**config.mk**
```make
export PLATFORM = sky130hd
export DESIGN_NAME = adcd_core
export DESIGN_NICKNAME = d
export VERILOG_FILES = /design/src/common/adcd_pkg.sv /design/src/verilog/adcd_core.sv
export SDC_FILE = /design/constraint.sdc
export NUM_CORES = 1
export LEC_CHECK = 0
export BUFFER_PORTS_ARGS = -buffer_cell sky130_fd_sc_hd__buf_2
export CAP_MARGIN = 15
export CORE_MARGIN = 10
export CORE_UTILIZATION = 40
export DETAILED_ROUTE_END_ITERATION = 16
export SYNTH_ARGS = -nofsm -noshare
export SYNTH_HDL_FRONTEND = slang
export SYNTH_SLANG_ARGS = --single-unit
```
**constraint.sdc**
```tcl
create_clock -name clk_i -period 7.9 [get_ports clk_i]
set_input_delay 2.37 -clock clk_i [delete_from_list [all_inputs] [get_ports clk_i]]
set_output_delay 2.37 -clock clk_i [all_outputs]
set_load 0.005 [all_outputs]
```
**src/common/adcd_pkg.sv**
```systemverilog
package adcd_pkg;

    // sample word
    localparam int unsigned ADCD_CODE_W = 8;
    localparam logic [7:0] ADCD_CODE_MAX = 8'hFF;
    localparam logic [7:0] ADCD_CODE_MIN = 8'h00;

    // analog input as signed millivolts
    localparam int unsigned ADCD_AIN_W = 16;

    // full-scale spans in mV, peak to peak
    localparam logic [11:0] ADCD_SPAN_LO = 12'h258;
    localparam logic [11:0] ADCD_SPAN_HI = 12'h320;
    // half spans in mV, out-of-range limits
    localparam logic [11:0] ADCD_HALF_LO = 12'h12C;
    localparam logic [11:0] ADCD_HALF_HI = 12'h190;
    // code scale, 2^24 / span, rounded down
    localparam logic [15:0] ADCD_SCALE_LO = 16'h6D3A;
    localparam logic [15:0] ADCD_SCALE_HI = 16'h51EB;

    // pipeline depth for the paired outputs
    localparam int unsigned ADCD_PIPE_D = 8;
    localparam int unsigned ADCD_LAT_FIRST = 8;
    localparam int unsigned ADCD_LAT_SECOND = 7;

    // calibration request qualifier, in sample clocks
    localparam logic [3:0] ADCD_CAL_REQ_MIN = 4'hA;

    // power-up waits and calibration length, in sample clocks
    localparam int unsigned ADCD_CNT_W = 24;
    localparam int unsigned ADCD_WAIT_SHORT_DEF = 32'h0000_0400;
    localparam int unsigned ADCD_WAIT_LONG_DEF = 32'h0000_4000;
    localparam int unsigned ADCD_CAL_LEN_DEF = 32'h0000_0800;

    // settle cycles before the delay-select strap is caught
    localparam logic [1:0] ADCD_STRAP_SETTLE = 2'h3;

    // register byte offsets
    localparam logic [7:0] ADCD_OFS_STATUS = 8'h00;
    localparam logic [7:0] ADCD_OFS_MASK = 8'h04;
    localparam logic [7:0] ADCD_OFS_STATE = 8'h08;
    localparam logic [7:0] ADCD_OFS_CTRL = 8'h0C;

    // event bits of status and mask
    localparam int unsigned ADCD_EV_W = 4;
    localparam int unsigned ADCD_EV_CAL_DONE = 0;
    localparam int unsigned ADCD_EV_CAL_START = 1;
    localparam int unsigned ADCD_EV_OOR = 2;
    localparam int unsigned ADCD_EV_PAIR = 3;
    localparam logic [3:0] ADCD_MASK_RST = 4'h0;

    // control bits
    localparam int unsigned ADCD_CTRL_CAL = 0;

    typedef enum logic [3:0] {
        ADCD_ST_WAIT = 4'b0001,
        ADCD_ST_RUN = 4'b0010,
        ADCD_ST_CAL = 4'b0100,
        ADCD_ST_PDN = 4'b1000
    } adcd_state_e;

endpackage : adcd_pkg

```
**src/verilog/adcd_core.sv**
```systemverilog
// The implementer's own choices: the placing of the registers and the Wishbone interface to the registers.
`timescale 1ns/1ps
// How it works
// a sample is taken on each falling edge of the sample clock
// each result is an 8-bit offset binary code, zeros at most negative
// samples alternate onto two buses, each updating at half sample rate
// earlier sample of a pair goes to first bus, later to second
// latency is eight sample clocks on first bus, seven on second
// edge select high, data changes on forwarded clock rise; low, on fall
// both buses change only in step with the forwarded data clock
// power down high stops conversion; low allows normal operation
// calibration starts after ten clocks request low then ten clocks high
// after power up, wait the selected count, then calibrate
// delay select low gives short wait, high gives longer wait
// calibration running is high for the whole of any calibration
// full-scale select low maps 600 mV span, high maps 800 mV span
// out of range flags inputs beyond 300 mV or 400 mV half span
module adcd_core
    import adcd_pkg::*;
#(
    parameter int unsigned WAIT_SHORT = ADCD_WAIT_SHORT_DEF,
    parameter int unsigned WAIT_LONG = ADCD_WAIT_LONG_DEF,
    parameter int unsigned CAL_LEN = ADCD_CAL_LEN_DEF
) (
    input wire logic clk_i,
    input wire logic rst_i,
    input wire logic wb_cyc_i,
    input wire logic wb_stb_i,
    input wire logic wb_we_i,
    input wire logic [7:0] wb_adr_i,
    input wire logic [3:0] wb_sel_i,
    input wire logic [31:0] wb_dat_i,
    output logic [31:0] wb_dat_o,
    output logic wb_ack_o,
    output logic irq_o,
    input wire logic sample_clk_i,
    input wire logic [15:0] analog_in_i,
    input wire logic output_edge_select_i,
    input wire logic power_down_pin_i,
    input wire logic calibration_request_i,
    input wire logic calibration_delay_select_i,
    input wire logic full_scale_select_i,
    output logic [7:0] first_sample_bus_o,
    output logic [7:0] second_sample_bus_o,
    output logic output_data_clock_o,
    output logic out_of_range_o,
    output logic calibration_running_o
);

    // pin synchronisers
    logic [5:0] pin_m_r;
    logic [5:0] pin_s_r;
    logic [15:0] ain_m_r;
    logic [15:0] ain_s_r;
    logic sclk_d_r;
    logic samp_ev;
    logic sclk_s;
    logic edge_s;
    logic cal_s;
    logic pd_s;
    logic fsr_s;
    logic dly_s;

    // control state
    adcd_state_e state_r;
    logic [1:0] settle_r;
    logic strap_ok_r;
    logic dly_sel_r;
    logic [ADCD_CNT_W-1:0] cnt_r;
    logic [ADCD_CNT_W-1:0] wait_end;
    logic [3:0] lo_cnt_r;
    logic [3:0] hi_cnt_r;
    logic req_trig;
    logic sw_cal;
    logic cal_go;
    logic auto_go;
    logic cal_end;
    logic conv_en;

    // data path
    logic [7:0] pipe_r [ADCD_PIPE_D];
    logic [7:0] code;
    logic oor;
    logic [17:0] shifted;
    logic [32:0] prod;
    logic [11:0] span;
    logic [15:0] scale;
    logic output_data_clock_r;
    logic upd;

    // bus side
    logic acc;
    logic rd_status;
    logic [ADCD_EV_W-1:0] status_r;
    logic [ADCD_EV_W-1:0] mask_r;
    logic [ADCD_EV_W-1:0] ev;

    always_ff @(posedge clk_i) begin
        pin_m_r <= {calibration_delay_select_i, full_scale_select_i,
            power_down_pin_i, calibration_request_i,
            output_edge_select_i, sample_clk_i};
        pin_s_r <= pin_m_r;
        ain_m_r <= analog_in_i;
        ain_s_r <= ain_m_r;
    end

    assign sclk_s = pin_s_r[0];
    assign edge_s = pin_s_r[1];
    assign cal_s = pin_s_r[2];
    assign pd_s = pin_s_r[3];
    assign fsr_s = pin_s_r[4];
    assign dly_s = pin_s_r[5];

    // falling edge of the sample clock
    always_ff @(posedge clk_i) begin
        if (rst_i) begin
            sclk_d_r <= 1'b0;
        end else begin
            sclk_d_r <= sclk_s;
        end
    end

    assign samp_ev = sclk_d_r & ~sclk_s;

    // delay-select strap caught once the synchroniser has settled
    always_ff @(posedge clk_i) begin
        if (rst_i) begin
            settle_r <= 2'h0;
            strap_ok_r <= 1'b0;
            dly_sel_r <= 1'b0;
        end else if (!strap_ok_r) begin
            if (settle_r == ADCD_STRAP_SETTLE) begin
                strap_ok_r <= 1'b1;
                dly_sel_r <= dly_s;
            end else begin
                settle_r <= settle_r + 2'h1;
            end
        end
    end

    assign wait_end = dly_sel_r ? ADCD_CNT_W'(WAIT_LONG - 1) :
        ADCD_CNT_W'(WAIT_SHORT - 1);

    // calibration request qualifier
    always_ff @(posedge clk_i) begin
        if (rst_i) begin
            lo_cnt_r <= 4'h0;
            hi_cnt_r <= 4'h0;
        end else if (samp_ev) begin
            if (!cal_s) begin
                hi_cnt_r <= 4'h0;
                if (lo_cnt_r != ADCD_CAL_REQ_MIN) begin
                    lo_cnt_r <= lo_cnt_r + 4'h1;
                end
            end else if (lo_cnt_r == ADCD_CAL_REQ_MIN) begin
                if (req_trig) begin
                    lo_cnt_r <= 4'h0;
                    hi_cnt_r <= 4'h0;
                end else begin
                    hi_cnt_r <= hi_cnt_r + 4'h1;
                end
            end else begin
                lo_cnt_r <= 4'h0;
            end
        end
    end

    assign req_trig = samp_ev & cal_s & (lo_cnt_r == ADCD_CAL_REQ_MIN) &
        (hi_cnt_r == ADCD_CAL_REQ_MIN - 4'h1);

    assign sw_cal = acc & wb_we_i & wb_sel_i[0] &
        (wb_adr_i == ADCD_OFS_CTRL) & wb_dat_i[ADCD_CTRL_CAL];
    assign cal_go = (state_r == ADCD_ST_RUN) & (req_trig | sw_cal);
    assign cal_end = (state_r == ADCD_ST_CAL) & samp_ev &
        (cnt_r == ADCD_CNT_W'(CAL_LEN - 1));
    assign auto_go = (state_r == ADCD_ST_WAIT) & strap_ok_r & samp_ev &
        (cnt_r == wait_end) & ~pd_s;

    // main sequencer, counts run on sample clocks
    always_ff @(posedge clk_i) begin
        if (rst_i) begin
            state_r <= ADCD_ST_WAIT;
            cnt_r <= '0;
        end else if (pd_s && state_r != ADCD_ST_PDN) begin
            state_r <= ADCD_ST_PDN;
            cnt_r <= '0;
        end else begin
            unique case (state_r)
                ADCD_ST_WAIT: begin
                    if (strap_ok_r && samp_ev) begin
                        if (cnt_r == wait_end) begin
                            state_r <= ADCD_ST_CAL;
                            cnt_r <= '0;
                        end else begin
                            cnt_r <= cnt_r + 1'b1;
                        end
                    end
                end
                ADCD_ST_RUN: begin
                    if (cal_go) begin
                        state_r <= ADCD_ST_CAL;
                        cnt_r <= '0;
                    end
                end
                ADCD_ST_CAL: begin
                    if (cal_end) begin
                        state_r <= ADCD_ST_RUN;
                        cnt_r <= '0;
                    end else if (samp_ev) begin
                        cnt_r <= cnt_r + 1'b1;
                    end
                end
                ADCD_ST_PDN: begin
                    if (!pd_s) begin
                        state_r <= ADCD_ST_RUN;
                    end
                end
            endcase
        end
    end

    always_ff @(posedge clk_i) begin
        if (rst_i) begin
            calibration_running_o <= 1'b0;
        end else begin
            calibration_running_o <= (state_r == ADCD_ST_WAIT) ? auto_go :
                (state_r == ADCD_ST_CAL) ? ~cal_end & ~pd_s :
                (state_r == ADCD_ST_RUN) ? cal_go & ~pd_s : 1'b0;
        end
    end

    assign conv_en = (state_r == ADCD_ST_RUN) & samp_ev;

    // quantiser: offset binary over the selected span
    always_comb begin
        span = fsr_s ? ADCD_SPAN_HI : ADCD_SPAN_LO;
        scale = fsr_s ? ADCD_SCALE_HI : ADCD_SCALE_LO;
        shifted = {{2{ain_s_r[15]}}, ain_s_r} +
            {6'h00, (fsr_s ? ADCD_HALF_HI : ADCD_HALF_LO)};
        prod = shifted[16:0] * scale;
        oor = shifted[17] | (shifted[16:0] > {5'h00, span});
        if (shifted[17]) begin
            code = ADCD_CODE_MIN;
        end else if (prod[32:24] != 9'h000) begin
            code = ADCD_CODE_MAX;
        end else begin
            code = prod[23:16];
        end
    end

    // sample pipeline
    always_ff @(posedge clk_i) begin
        if (rst_i) begin
            for (int i = 0; i < ADCD_PIPE_D; i++) begin
                pipe_r[i] <= ADCD_CODE_MIN;
            end
        end else if (conv_en) begin
            pipe_r[0] <= code;
            for (int i = 1; i < ADCD_PIPE_D; i++) begin
                pipe_r[i] <= pipe_r[i-1];
            end
        end
    end

    // forwarded clock toggles each sample, data moves on the chosen edge
    assign upd = conv_en & ((~output_data_clock_r) == edge_s);

    always_ff @(posedge clk_i) begin
        if (rst_i) begin
            output_data_clock_r <= 1'b0;
        end else if (conv_en) begin
            output_data_clock_r <= ~output_data_clock_r;
        end
    end

    assign output_data_clock_o = output_data_clock_r;

    always_ff @(posedge clk_i) begin
        if (rst_i) begin
            first_sample_bus_o <= ADCD_CODE_MIN;
            second_sample_bus_o <= ADCD_CODE_MIN;
        end else if (upd) begin
            first_sample_bus_o <= pipe_r[ADCD_LAT_FIRST-1];
            second_sample_bus_o <= pipe_r[ADCD_LAT_SECOND-1];
        end
    end

    always_ff @(posedge clk_i) begin
        if (rst_i) begin
            out_of_range_o <= 1'b0;
        end else if (conv_en) begin
            out_of_range_o <= oor;
        end
    end

    // wishbone slave, one wait state
    assign acc = wb_cyc_i & wb_stb_i & ~wb_ack_o;
    assign rd_status = acc & ~wb_we_i & (wb_adr_i == ADCD_OFS_STATUS);

    always_ff @(posedge clk_i) begin
        if (rst_i) begin
            wb_ack_o <= 1'b0;
        end else begin
            wb_ack_o <= acc;
        end
    end

    always_ff @(posedge clk_i) begin
        if (rst_i) begin
            wb_dat_o <= 32'h0000_0000;
        end else if (acc && !wb_we_i) begin
            unique case (wb_adr_i)
                ADCD_OFS_STATUS: wb_dat_o <= {28'h0000000, status_r};
                ADCD_OFS_MASK: wb_dat_o <= {28'h0000000, mask_r};
                ADCD_OFS_STATE: wb_dat_o <= {24'h000000, state_r,
                    dly_sel_r, output_data_clock_r, out_of_range_o,
                    calibration_running_o};
                default: wb_dat_o <= 32'h0000_0000;
            endcase
        end
    end

    always_ff @(posedge clk_i) begin
        if (rst_i) begin
            mask_r <= ADCD_MASK_RST;
        end else if (acc && wb_we_i && wb_sel_i[0] &&
            wb_adr_i == ADCD_OFS_MASK) begin
            mask_r <= wb_dat_i[ADCD_EV_W-1:0];
        end
    end

    // sticky events, set wins over the read clear
    always_comb begin
        ev = '0;
        ev[ADCD_EV_CAL_DONE] = cal_end;
        ev[ADCD_EV_CAL_START] = cal_go | auto_go;
        ev[ADCD_EV_OOR] = conv_en & oor;
        ev[ADCD_EV_PAIR] = upd;
    end

    always_ff @(posedge clk_i) begin
        if (rst_i) begin
            status_r <= '0;
        end else begin
            status_r <= (rd_status ? '0 : status_r) | ev;
        end
    end

    always_ff @(posedge clk_i) begin
        if (rst_i) begin
            irq_o <= 1'b0;
        end else begin
            irq_o <= |(status_r & mask_r);
        end
    end

endmodule : adcd_core

```
==> results of run 1 <==
sequential cells by signal (all words and copies together) (netlist names), 2 cells and up:
register / flops
wb_dat_o: 8
mask_r: 4
state_r: 4
pipe_r: 64
status_r: 4
cnt_r: 24
ain_s_r: 16
second_sample_bus_o: 8
lo_cnt_r: 4
hi_cnt_r: 4
ain_m_r: 16
pin_s_r: 6
settle_r: 2
pin_m_r: 6
first_sample_bus_o: 8
path summary, 6_finish.rpt:
kind	start	end	slack [ps]
worst min register to register	ain_m_r[10]$_DFF_P_	ain_s_r[10]$_DFF_P_	330
worst min-delay path	ain_m_r[10]$_DFF_P_	ain_s_r[10]$_DFF_P_	330
worst max register to register	pin_s_r[4]$_DFF_P_	pipe_r[0][6]$_SDFFCE_PP0P_	180
worst max-delay path	pin_s_r[4]$_DFF_P_	pipe_r[0][6]$_SDFFCE_PP0P_	180
logic make-up (layout without fill, tap and decap cells):
| family | count (synthesis) | count (layout) |
|---|---|---|
| AOI/OAI and AO/OA | 159 | 159 |
| muxes | 28 | 28 |
| DFF | 186 | 186 |
| and+or+nand+nor | 359 | 359 |
| other | 2 | 28 |
| xor gates and xnor gates | 63 | 63 |
| buffers and inverters | 321 | 469 |
| adders and majority gates | 302 | 302 |
layer usage:
metal	GRT usage, %	vias to the layer above
met1	17.7	4682
met5	0	-
li1	-	4866
met2	22.1	160
met4	3.24	0
met3	3.40	24
repair_timing:
item | in CTS | in global routing
gates resized for setup | 8 | 60
setup buffers | 3 | 12
hold endpoints to repair | 0 | 0
pin swaps | 9 | 51
gates cloned | 0 | 0
setup endpoints to repair | 8 | 8
hold buffers | 0 | 0
layout make-up:
type / count / area, sq um
timing repair buffer: 169 / 1110
clock inverter: 15 / 185
inverter: 268 / 1010
sequential: 186 / 4370
clock buffer: 17 / 425
fill: 3217 / 18000
multi-input combinational: 936 / 9150
antenna: 3 / 7.51
tap: 455 / 569
stage by stage:
stage | instances | TNS [ps]
4_1_cts | 2035 | 0
3_5_place_dp | 2000 | -540
3_3_place_gp | 2000 | -322
6_report | 2049 | 0
2_1_floorplan | 1443 | 0
5_1_grt | 2046 | -1230
synthesized netlist by cell type, types with 3 or more instances:
cell / count / area share (%)
o21bai_1: 3 / 0.16
xnor2_1: 33 / 2.0
a22oi_1: 12 / 0.64
or3_1: 8 / 0.35
ha_1: 156 / 14
nor4b_1: 3 / 0.19
mux2i_1: 27 / 1.9
nor2_1: 126 / 3.3
or2_2: 4 / 0.18
a31oi_1: 6 / 0.26
and3_1: 10 / 0.44
inv_1: 268 / 7.1
clkbuf_1: 27 / 0.71
and2_1: 42 / 1.9
a211oi_1: 3 / 0.16
nand3b_1: 4 / 0.21
nand3_1: 16 / 0.56
nand2_1: 68 / 1.8
buf_4: 24 / 1.3
and3b_1: 3 / 0.19
o21ai_0: 36 / 1.3
nor4_1: 4 / 0.18
dfxtp_1: 122 / 17
fa_1: 146 / 21
a41oi_1: 8 / 0.49
a21o_1: 6 / 0.32
edfxtp_1: 64 / 14
o21a_1: 4 / 0.21
nor3_1: 15 / 0.53
a21oi_1: 53 / 1.9
nand4_1: 20 / 0.88
nand2b_1: 4 / 0.18
xor2_1: 30 / 1.9
nor2b_1: 24 / 1.1
worst max-delay path: cells and delay by family, from the launching register on:
family | cells | cell delay [ps]
buf+inv | 12 | 1260
compound gates | 6 | 870
fa+ha+maj | 8 | 3410
simple gates | 7 | 1010
xor+xnor | 3 | 550
flops | 1 | 360
==> results.ini, run 1 <==
[clocking]
clock-sinks = 186
htreeDepth = 4
cts_tree = built
cts_buffers = 17
cts_root_buf = clkbuf_16
clk_latency_ps = 450
cts_buffer_depth = 2
path_clk_slew_ps = 80

[critical_path]
reg2reg_depth = 36
crit_fanout = 8
worstPathRequired_ps = 8080
cp.arrival_ps = 7890
slowest_stage = fa_1
cp-start-kind = register
critical_path_class = reg -> reg
slowest_delay_ps = 590
endpoint_kind = register

[placed_design]
pre_cts_slack_ps = -119
post-dp-hpwl_microns = 24100
placedInstanceArea_sq_mm = 0.0158
place.gp.congestion = 0.895
io_buffers = 68

[routing]
top_layer_used = met4
wl_met3_microns = 1310
dr_total_vias = 9732
ant_nets = 0
wl_met2_microns = 14500
routed_wirelength_microns = 29800
drc_errors = 0
wl_per_cell_microns = 14.6
dr.first_iter.drc_count = 537
first_pass_iters = 5
vias_per_cell = 4.75
wl_met1_microns = 13700

[yosys]
synth_fa_ha_area_share_pct = 34.4
syn_area_per_cell_sq_um = 9.99
yosys_most_used_dff = dfxtp_1
ys_types = 66
synth_top_family_by_area = adder cells
synth_seq_cells = 186
synthSimpleGateAreaFrac_pct = 12.6
synth_seq_area_share_pct = 30.8
synth.area.mux_share_pct = 1.98
synth_compound_area_share_pct = 7.23
netlist_area_sq_mm = 0.0142
syn_inst = 1420
synth_xor_area_share_pct = 3.89
synth_edf_count = 64
yosysWarnings = 0
synthArstFlopShare_pct = 0

[sta]
fin_skew_ps = 12.1
fmax_mhz = 130
fin_hold_ws_ps = 326
worst_pin_slew_ps = 976
setup_slack_ps = 181
slew_viol_final = 0
finalCriticalPeriod_ps = 7720
rsz0062_at_grt = true
period_share_pct = 97.7
hold_viol = 0
finalSetupViolations = 0
relSlewSlack_pct = 34.0

[floorplanning]
dieArea_sq_mm = 0.0434
rows = 68
start_util_pct = 40.8
die_x_microns = 208
fp.coreArea_sq_mm = 0.0348
fp.dieH_microns = 208
io_pins = 124

[finish]
mostFrequentLayoutCells = inv_1, fa_1, ha_1
stdcell_area_sq_mm = 0.0168
synthToLayoutAreaGrowth_pct = 18.5
fin_nets = 1951
utilization_pct = 48.3
layout_commonest_cell = inv_1
drive_gt1_share_pct = 19.2

[grt]
grt_pass1_wl_microns = 48600
grt_usage_pct = 13.6
grt_max_degree = 70
antenna_found_initial = 1
grt_pass1_vias = 9784
overflow = 0

[run_status]
outcome = completed

[job]
cap_violations = 0

[min_path]
min-delay-path-class = reg -> reg
holdPathStages = 0

Power of run 1 is not shown: default switching activity piles up to over one toggle a cycle in this logic, so the estimate is an artifact.
==> run 2: changes to the inputs <==
PLACE_DENSITY_LB_ADDON = 0.1   (was not set)
clock period = 9.81 ns   (was 7.9 ns; I/O delays follow)
==> run 2 against run 1 <==
Worst hold slack gained 2.8 ps. Utilization shrank 3.5 points. Critical path depth shrank 7. Clock-buffer cell count is the same. Flip-flop and latch count is the same. Via count shrank 4.5%. Register-to-register slack gained 350 ps. Sequential share of layout area grew 2.0 points. Fmax shrank 17%. First-iteration DRC count shrank 20%. Cell area shrank 7.2%. Largest cell class unchanged. Highest routed layer unchanged.
==> results.ini, run 2 (synthesis gave the netlist of run 1 again) <==
[routing]
dr.first_iter.drc_count = 428  ; -20%
vias_per_cell = 4.76  ; +0.13%
routed_wirelength_microns = 29700  ; -0.44%
ant_nets = 0  ; unchanged
first_pass_iters = 4  ; -1
drc_errors = 0  ; unchanged
wl_per_cell_microns = 15.2  ; +4.3%
dr_total_vias = 9298  ; -4.5%

[floorplanning]
start_util_pct = 40.8  ; unchanged
rows = 68  ; unchanged
fp.dieH_microns = 208  ; unchanged
die_x_microns = 208  ; unchanged
dieArea_sq_mm = 0.0434  ; unchanged
fp.coreArea_sq_mm = 0.0348  ; unchanged
io_pins = 124  ; unchanged

[grt]
overflow = 0  ; unchanged
antenna_found_initial = 0  ; -1
grt_pass1_wl_microns = 49300  ; +1.3%
grt_pass1_vias = 9494  ; -3.0%
grt_max_degree = 71  ; +1.4%
grt_usage_pct = 13.9  ; +0.31 points

[placed_design]
post-dp-hpwl_microns = 24100  ; +0.15%
place.gp.congestion = 0.866  ; -3.3%
io_buffers = 68  ; unchanged

[sta]
period_share_pct = 94.6  ; -3.1 points
setup_tns_ps = 0  ; unchanged
fin_hold_ws_ps = 329  ; +2.81 ps
relSlewSlack_pct = 37.3  ; +3.3 points
slew_viol_final = 0  ; unchanged
fmax_mhz = 108  ; -17%
rsz0062_at_grt = false
finalCriticalPeriod_ps = 9280  ; +1560 ps
hold_viol = 0  ; unchanged
fin_skew_ps = 16.5  ; +4.41 ps
worst_pin_slew_ps = 939  ; -37.7 ps
finalSetupViolations = 0  ; unchanged

[clocking]
clock-sinks = 186  ; unchanged
cts_buffers = 17  ; unchanged
htreeDepth = 4  ; unchanged
cts_tree = built
cts_root_buf = clkbuf_16
cts_buffer_depth = 2  ; unchanged
cts_hold_buf = 0  ; unchanged
clk_latency_ps = 460  ; about the same
post-cts-setup-buffers = 0  ; -3
path_clk_slew_ps = 80  ; about the same

[finish]
top_register = pipe_r
largest_reg_flops = 64  ; unchanged
drive_gt1_share_pct = 8.93  ; -10 points
mostFrequentLayoutCells = inv_1, ha_1, fa_1
antenna_cells = 0  ; -3
fin_nets = 1860  ; -4.7%
layout_commonest_cell = inv_1
nFillCells = 3423  ; +6.4%
synthToLayoutAreaGrowth_pct = 10.1
top_regs = pipe_r (64), cnt_r (24)

[critical_path]
crit_start = pin_s_r[4]$_DFF_P_
slowest_delay_ps = 630  ; +40 ps
crit_fanout = 9  ; +1
cp.arrival_ps = 9440  ; +1550 ps
worstPathRequired_ps = 9970  ; +1890 ps
critical_path_class = reg -> reg
reg2reg_from = pin_s_r[4]$_DFF_P_
crit_path_frequent_cell = fa_1
endpoint_kind = register
cp-start-kind = register
slowest_stage = xnor2_1

[min_path]
min-delay-path-class = reg -> reg
min-delay-start = ain_m_r[0]$_DFF_P_

[run_status]
outcome = completed

[job]
cap_violations = 0  ; unchanged

## run 2: changes by cell type in the layout (fill, tap and decap cells not counted), sizes merged
cell,change
diode,-3
inv,+4
clkinvlp,-1
buf,-91
clkinv,-3
## run 2: layout make-up
type	count	area, sq um	area share, %
Multi-Input combinational cell	936	8640	55.3
Sequential cell	186	4360	28.0
Inverter	268	1010	6.44
Tap cell	455	569	3.65
Clock buffer	17	425	2.72
Timing Repair Buffer	78	415	2.66
Clock inverter	15	194	1.24
## run 2: repair_timing
action	CTS	global route
endpoints found under the hold margin	0	0
endpoints found under the setup margin	0	8
gates resized for setup	0	3
## run 2: per-stage QoR
step           worst slack [ps]  area [sq um]  util (%)  cells
6_report                    531         15600      44.9   1955
3_3_place_gp                488         15000      43.0   1923
3_5_place_dp                481         15000      43.0   1923
5_1_grt                    60.7         15600      44.9   1955
4_1_cts                     457         15600      44.8   1955
2_1_floorplan              1220         14300         -   1443
## run 2: critical path: cells and delay by family (launching register included)
| family | cells | cell delay [ps] |
|---|---|---|
| adders and majority gates | 8 | 3660 |
| DFF | 1 | 310 |
| AOI/OAI and AO/OA | 11 | 2780 |
| and+or+nand+nor | 4 | 870 |
| buffers and inverters | 5 | 740 |
| xor gates and xnor gates | 1 | 630 |
## run 2: metal layers
| metal | GRT usage [%] | up-vias | wire length, microns |
|---|---|---|---|
| met1 | 18.0 | 4483 | 14000 |
| li1 | - | 4681 | - |
| met3 | 3.28 | 19 | 1140 |
| met2 | 22.8 | 115 | 14200 |
| met5 | 0 | - | 0 |
| met4 | 3.44 | 0 | 378 |
## run 2: final timing paths
path | end | slack [ps] | cells after the start
max | pipe_r[0][5]$_SDFFCE_PP0P_ | 530 | 29
min | ain_s_r[0]$_DFF_P_ | 330 | 0
max reg2reg | pipe_r[0][5]$_SDFFCE_PP0P_ | 530 | 29
min reg2reg | ain_s_r[0]$_DFF_P_ | 330 | 0
Power of run 2 is left out for the same reason.
==> run 3: changes to the inputs <==
BUFFER_PORTS_ARGS = -buffer_cell sky130_fd_sc_hd__buf_4   (was -buffer_cell sky130_fd_sc_hd__buf_2)
==> run 3 against run 2 <==
Cell count about the same. Sequential share of layout area decreased by 0.29 points. First-iteration DRC count is 12% lower. Critical path depth up 2. Highest routed layer unchanged. Clock skew barely moved. Worst hold slack hardly changed. Register-to-register slack better by 80 ps. Wire length decreased by 0.55%. Fmax up 0.86%. Worst setup slack improved by 80 ps. Cell area rose by 1.0%. Clock-buffer cell count did not move.
==> results.ini, run 3 (synthesis gave the netlist of run 1 again) <==
[run_status]
outcome = completed

[critical_path]
endpoint_kind = register
cp-start-kind = register
slowest_stage = fa_1
critical_path_class = reg -> reg
slowest_delay_ps = 550  ; -80 ps
cp_top_family = adder cells
cp.arrival_ps = 9370  ; -70 ps
worstPathRequired_ps = 9980  ; about the same
crit_buf_inv = 6  ; +1
crit_fanout = 8  ; -1

[placed_design]
placedInstanceArea_sq_mm = 0.0151  ; +1.1%
io_buffers = 68  ; unchanged
place.gp.congestion = 0.868  ; +0.30%
post-dp-hpwl_microns = 24000  ; -0.32%
dp_cells = 1922  ; -0.052%

[finish]
nFillCells = 3420  ; -0.088%
synthToLayoutAreaGrowth_pct = 11.2
largest_reg_flops = 64  ; unchanged
top_regs = pipe_r (64), cnt_r (24)
fin_nets = 1859  ; -0.054%
top_register = pipe_r
stdcell_area_sq_mm = 0.0158  ; +1.0%
mostFrequentLayoutCells = inv_1, ha_1, fa_1
antenna_cells = 0  ; unchanged
layout.cells.non_filler = 1954  ; -0.051%
drive_gt1_share_pct = 8.81  ; -0.13 points
layout_commonest_cell = inv_1

[sta]
fmax_mhz = 109  ; +0.86%
finalSetupViolations = 0  ; unchanged
relSlewSlack_pct = 35.0  ; -2.2 points
worst_pin_slew_ps = 972  ; +33.7 ps
hold_viol = 0  ; unchanged
period_share_pct = 93.8  ; -0.81 points
fin_skew_ps = 16.8  ; +0.269 ps
setup_tns_ps = 0  ; unchanged
finalCriticalPeriod_ps = 9200  ; -79.6 ps
rsz0062_at_grt = false
slew_viol_final = 0  ; unchanged

[grt]
antenna_found_initial = 0  ; unchanged
grt_max_degree = 71  ; unchanged
overflow = 0  ; unchanged
grt_pass1_vias = 9463  ; -0.33%
grt_pass1_wl_microns = 49300  ; +0.14%
grt_usage_pct = 13.9  ; +0.027 points

[routing]
ant_nets = 0  ; unchanged
wl_per_cell_microns = 15.1  ; -0.49%
wl_met1_microns = 13700  ; -1.7%
dr_total_vias = 9408  ; +1.2%
drc_errors = 0  ; unchanged
wl_met2_microns = 14400  ; +0.94%
vias_per_cell = 4.81  ; +1.2%
routed_wirelength_microns = 29500  ; -0.55%
wl_met3_microns = 1100  ; -3.3%
first_pass_iters = 5  ; +1
top_layer_used = met4
dr.first_iter.drc_count = 377  ; -12%

[clocking]
cts_buffers = 17  ; unchanged
path_clk_slew_ps = 80  ; about the same
post-cts-setup-buffers = 0  ; unchanged
clk_latency_ps = 460  ; about the same
cts_root_buf = clkbuf_16
cts_buffer_depth = 2  ; unchanged
cts_tree = built
clock-sinks = 186  ; unchanged
cts_hold_buf = 0  ; unchanged
cts_repair_resize_count = 0  ; unchanged
htreeDepth = 4  ; unchanged

[floorplanning]
rows = 68  ; unchanged
io_pins = 124  ; unchanged
fp.coreArea_sq_mm = 0.0348  ; unchanged
die_x_microns = 208  ; unchanged
start_util_pct = 40.8  ; unchanged
fp.dieH_microns = 208  ; unchanged
dieArea_sq_mm = 0.0434  ; unchanged

[job]
cap_violations = 0  ; unchanged

[min_path]
min-delay-path-class = reg -> reg

run 3: cell count changes in the layout (fill, tap and decap cells not counted):
cell / change
xor2_2: -2
xor2_1: +2
a2111oi_1: +1
buf_4: +67
inv_12: -1
clkinv_8: +1
xnor2_1: -1
nor3_4: +1
buf_2: -68
nor3_2: -1
xnor2_2: +1
a2111oi_0: -1
run 3: area by class of cell:
| cell class | instances | area (sq um) | area share [%] |
|---|---|---|---|
| clock buffers | 17 | 425 | 2.70 |
| clock inverters | 15 | 194 | 1.23 |
| inverters | 268 | 1010 | 6.38 |
| multi-input cells | 936 | 8640 | 54.8 |
| flip-flops and latches | 186 | 4360 | 27.7 |
| well taps | 455 | 569 | 3.61 |
| repair buffers | 77 | 578 | 3.66 |
run 3: final timing paths:
path	from	endpoint	slack (ps)	depth (start not counted)
max reg2reg	pin_s_r[4]$_DFF_P_	pipe_r[0][5]$_SDFFCE_PP0P_	610	31
max	pin_s_r[4]$_DFF_P_	pipe_r[0][5]$_SDFFCE_PP0P_	610	31
min	ain_m_r[2]$_DFF_P_	ain_s_r[2]$_DFF_P_	330	0
min reg2reg	ain_m_r[2]$_DFF_P_	ain_s_r[2]$_DFF_P_	330	0
run 3: metrics by stage:
step           setup slack, ps  util [%]  hold slack [ps]
2_1_floorplan             1220         -              310
3_3_place_gp               504      43.5              311
3_5_place_dp               450      43.5              314
4_1_cts                    446      45.3              332
5_1_grt                   17.1      45.3              334
6_report                   611      45.3              329
run 3: metal layers:
metal / global-route usage, % / vias up
met2: 22.5 / 144
met5: 0 / -
met1: 18.4 / 4558
met4: 3.54 / 0
li1: - / 4685
met3: 3.16 / 21
Power of run 3 is left out for the same reason.
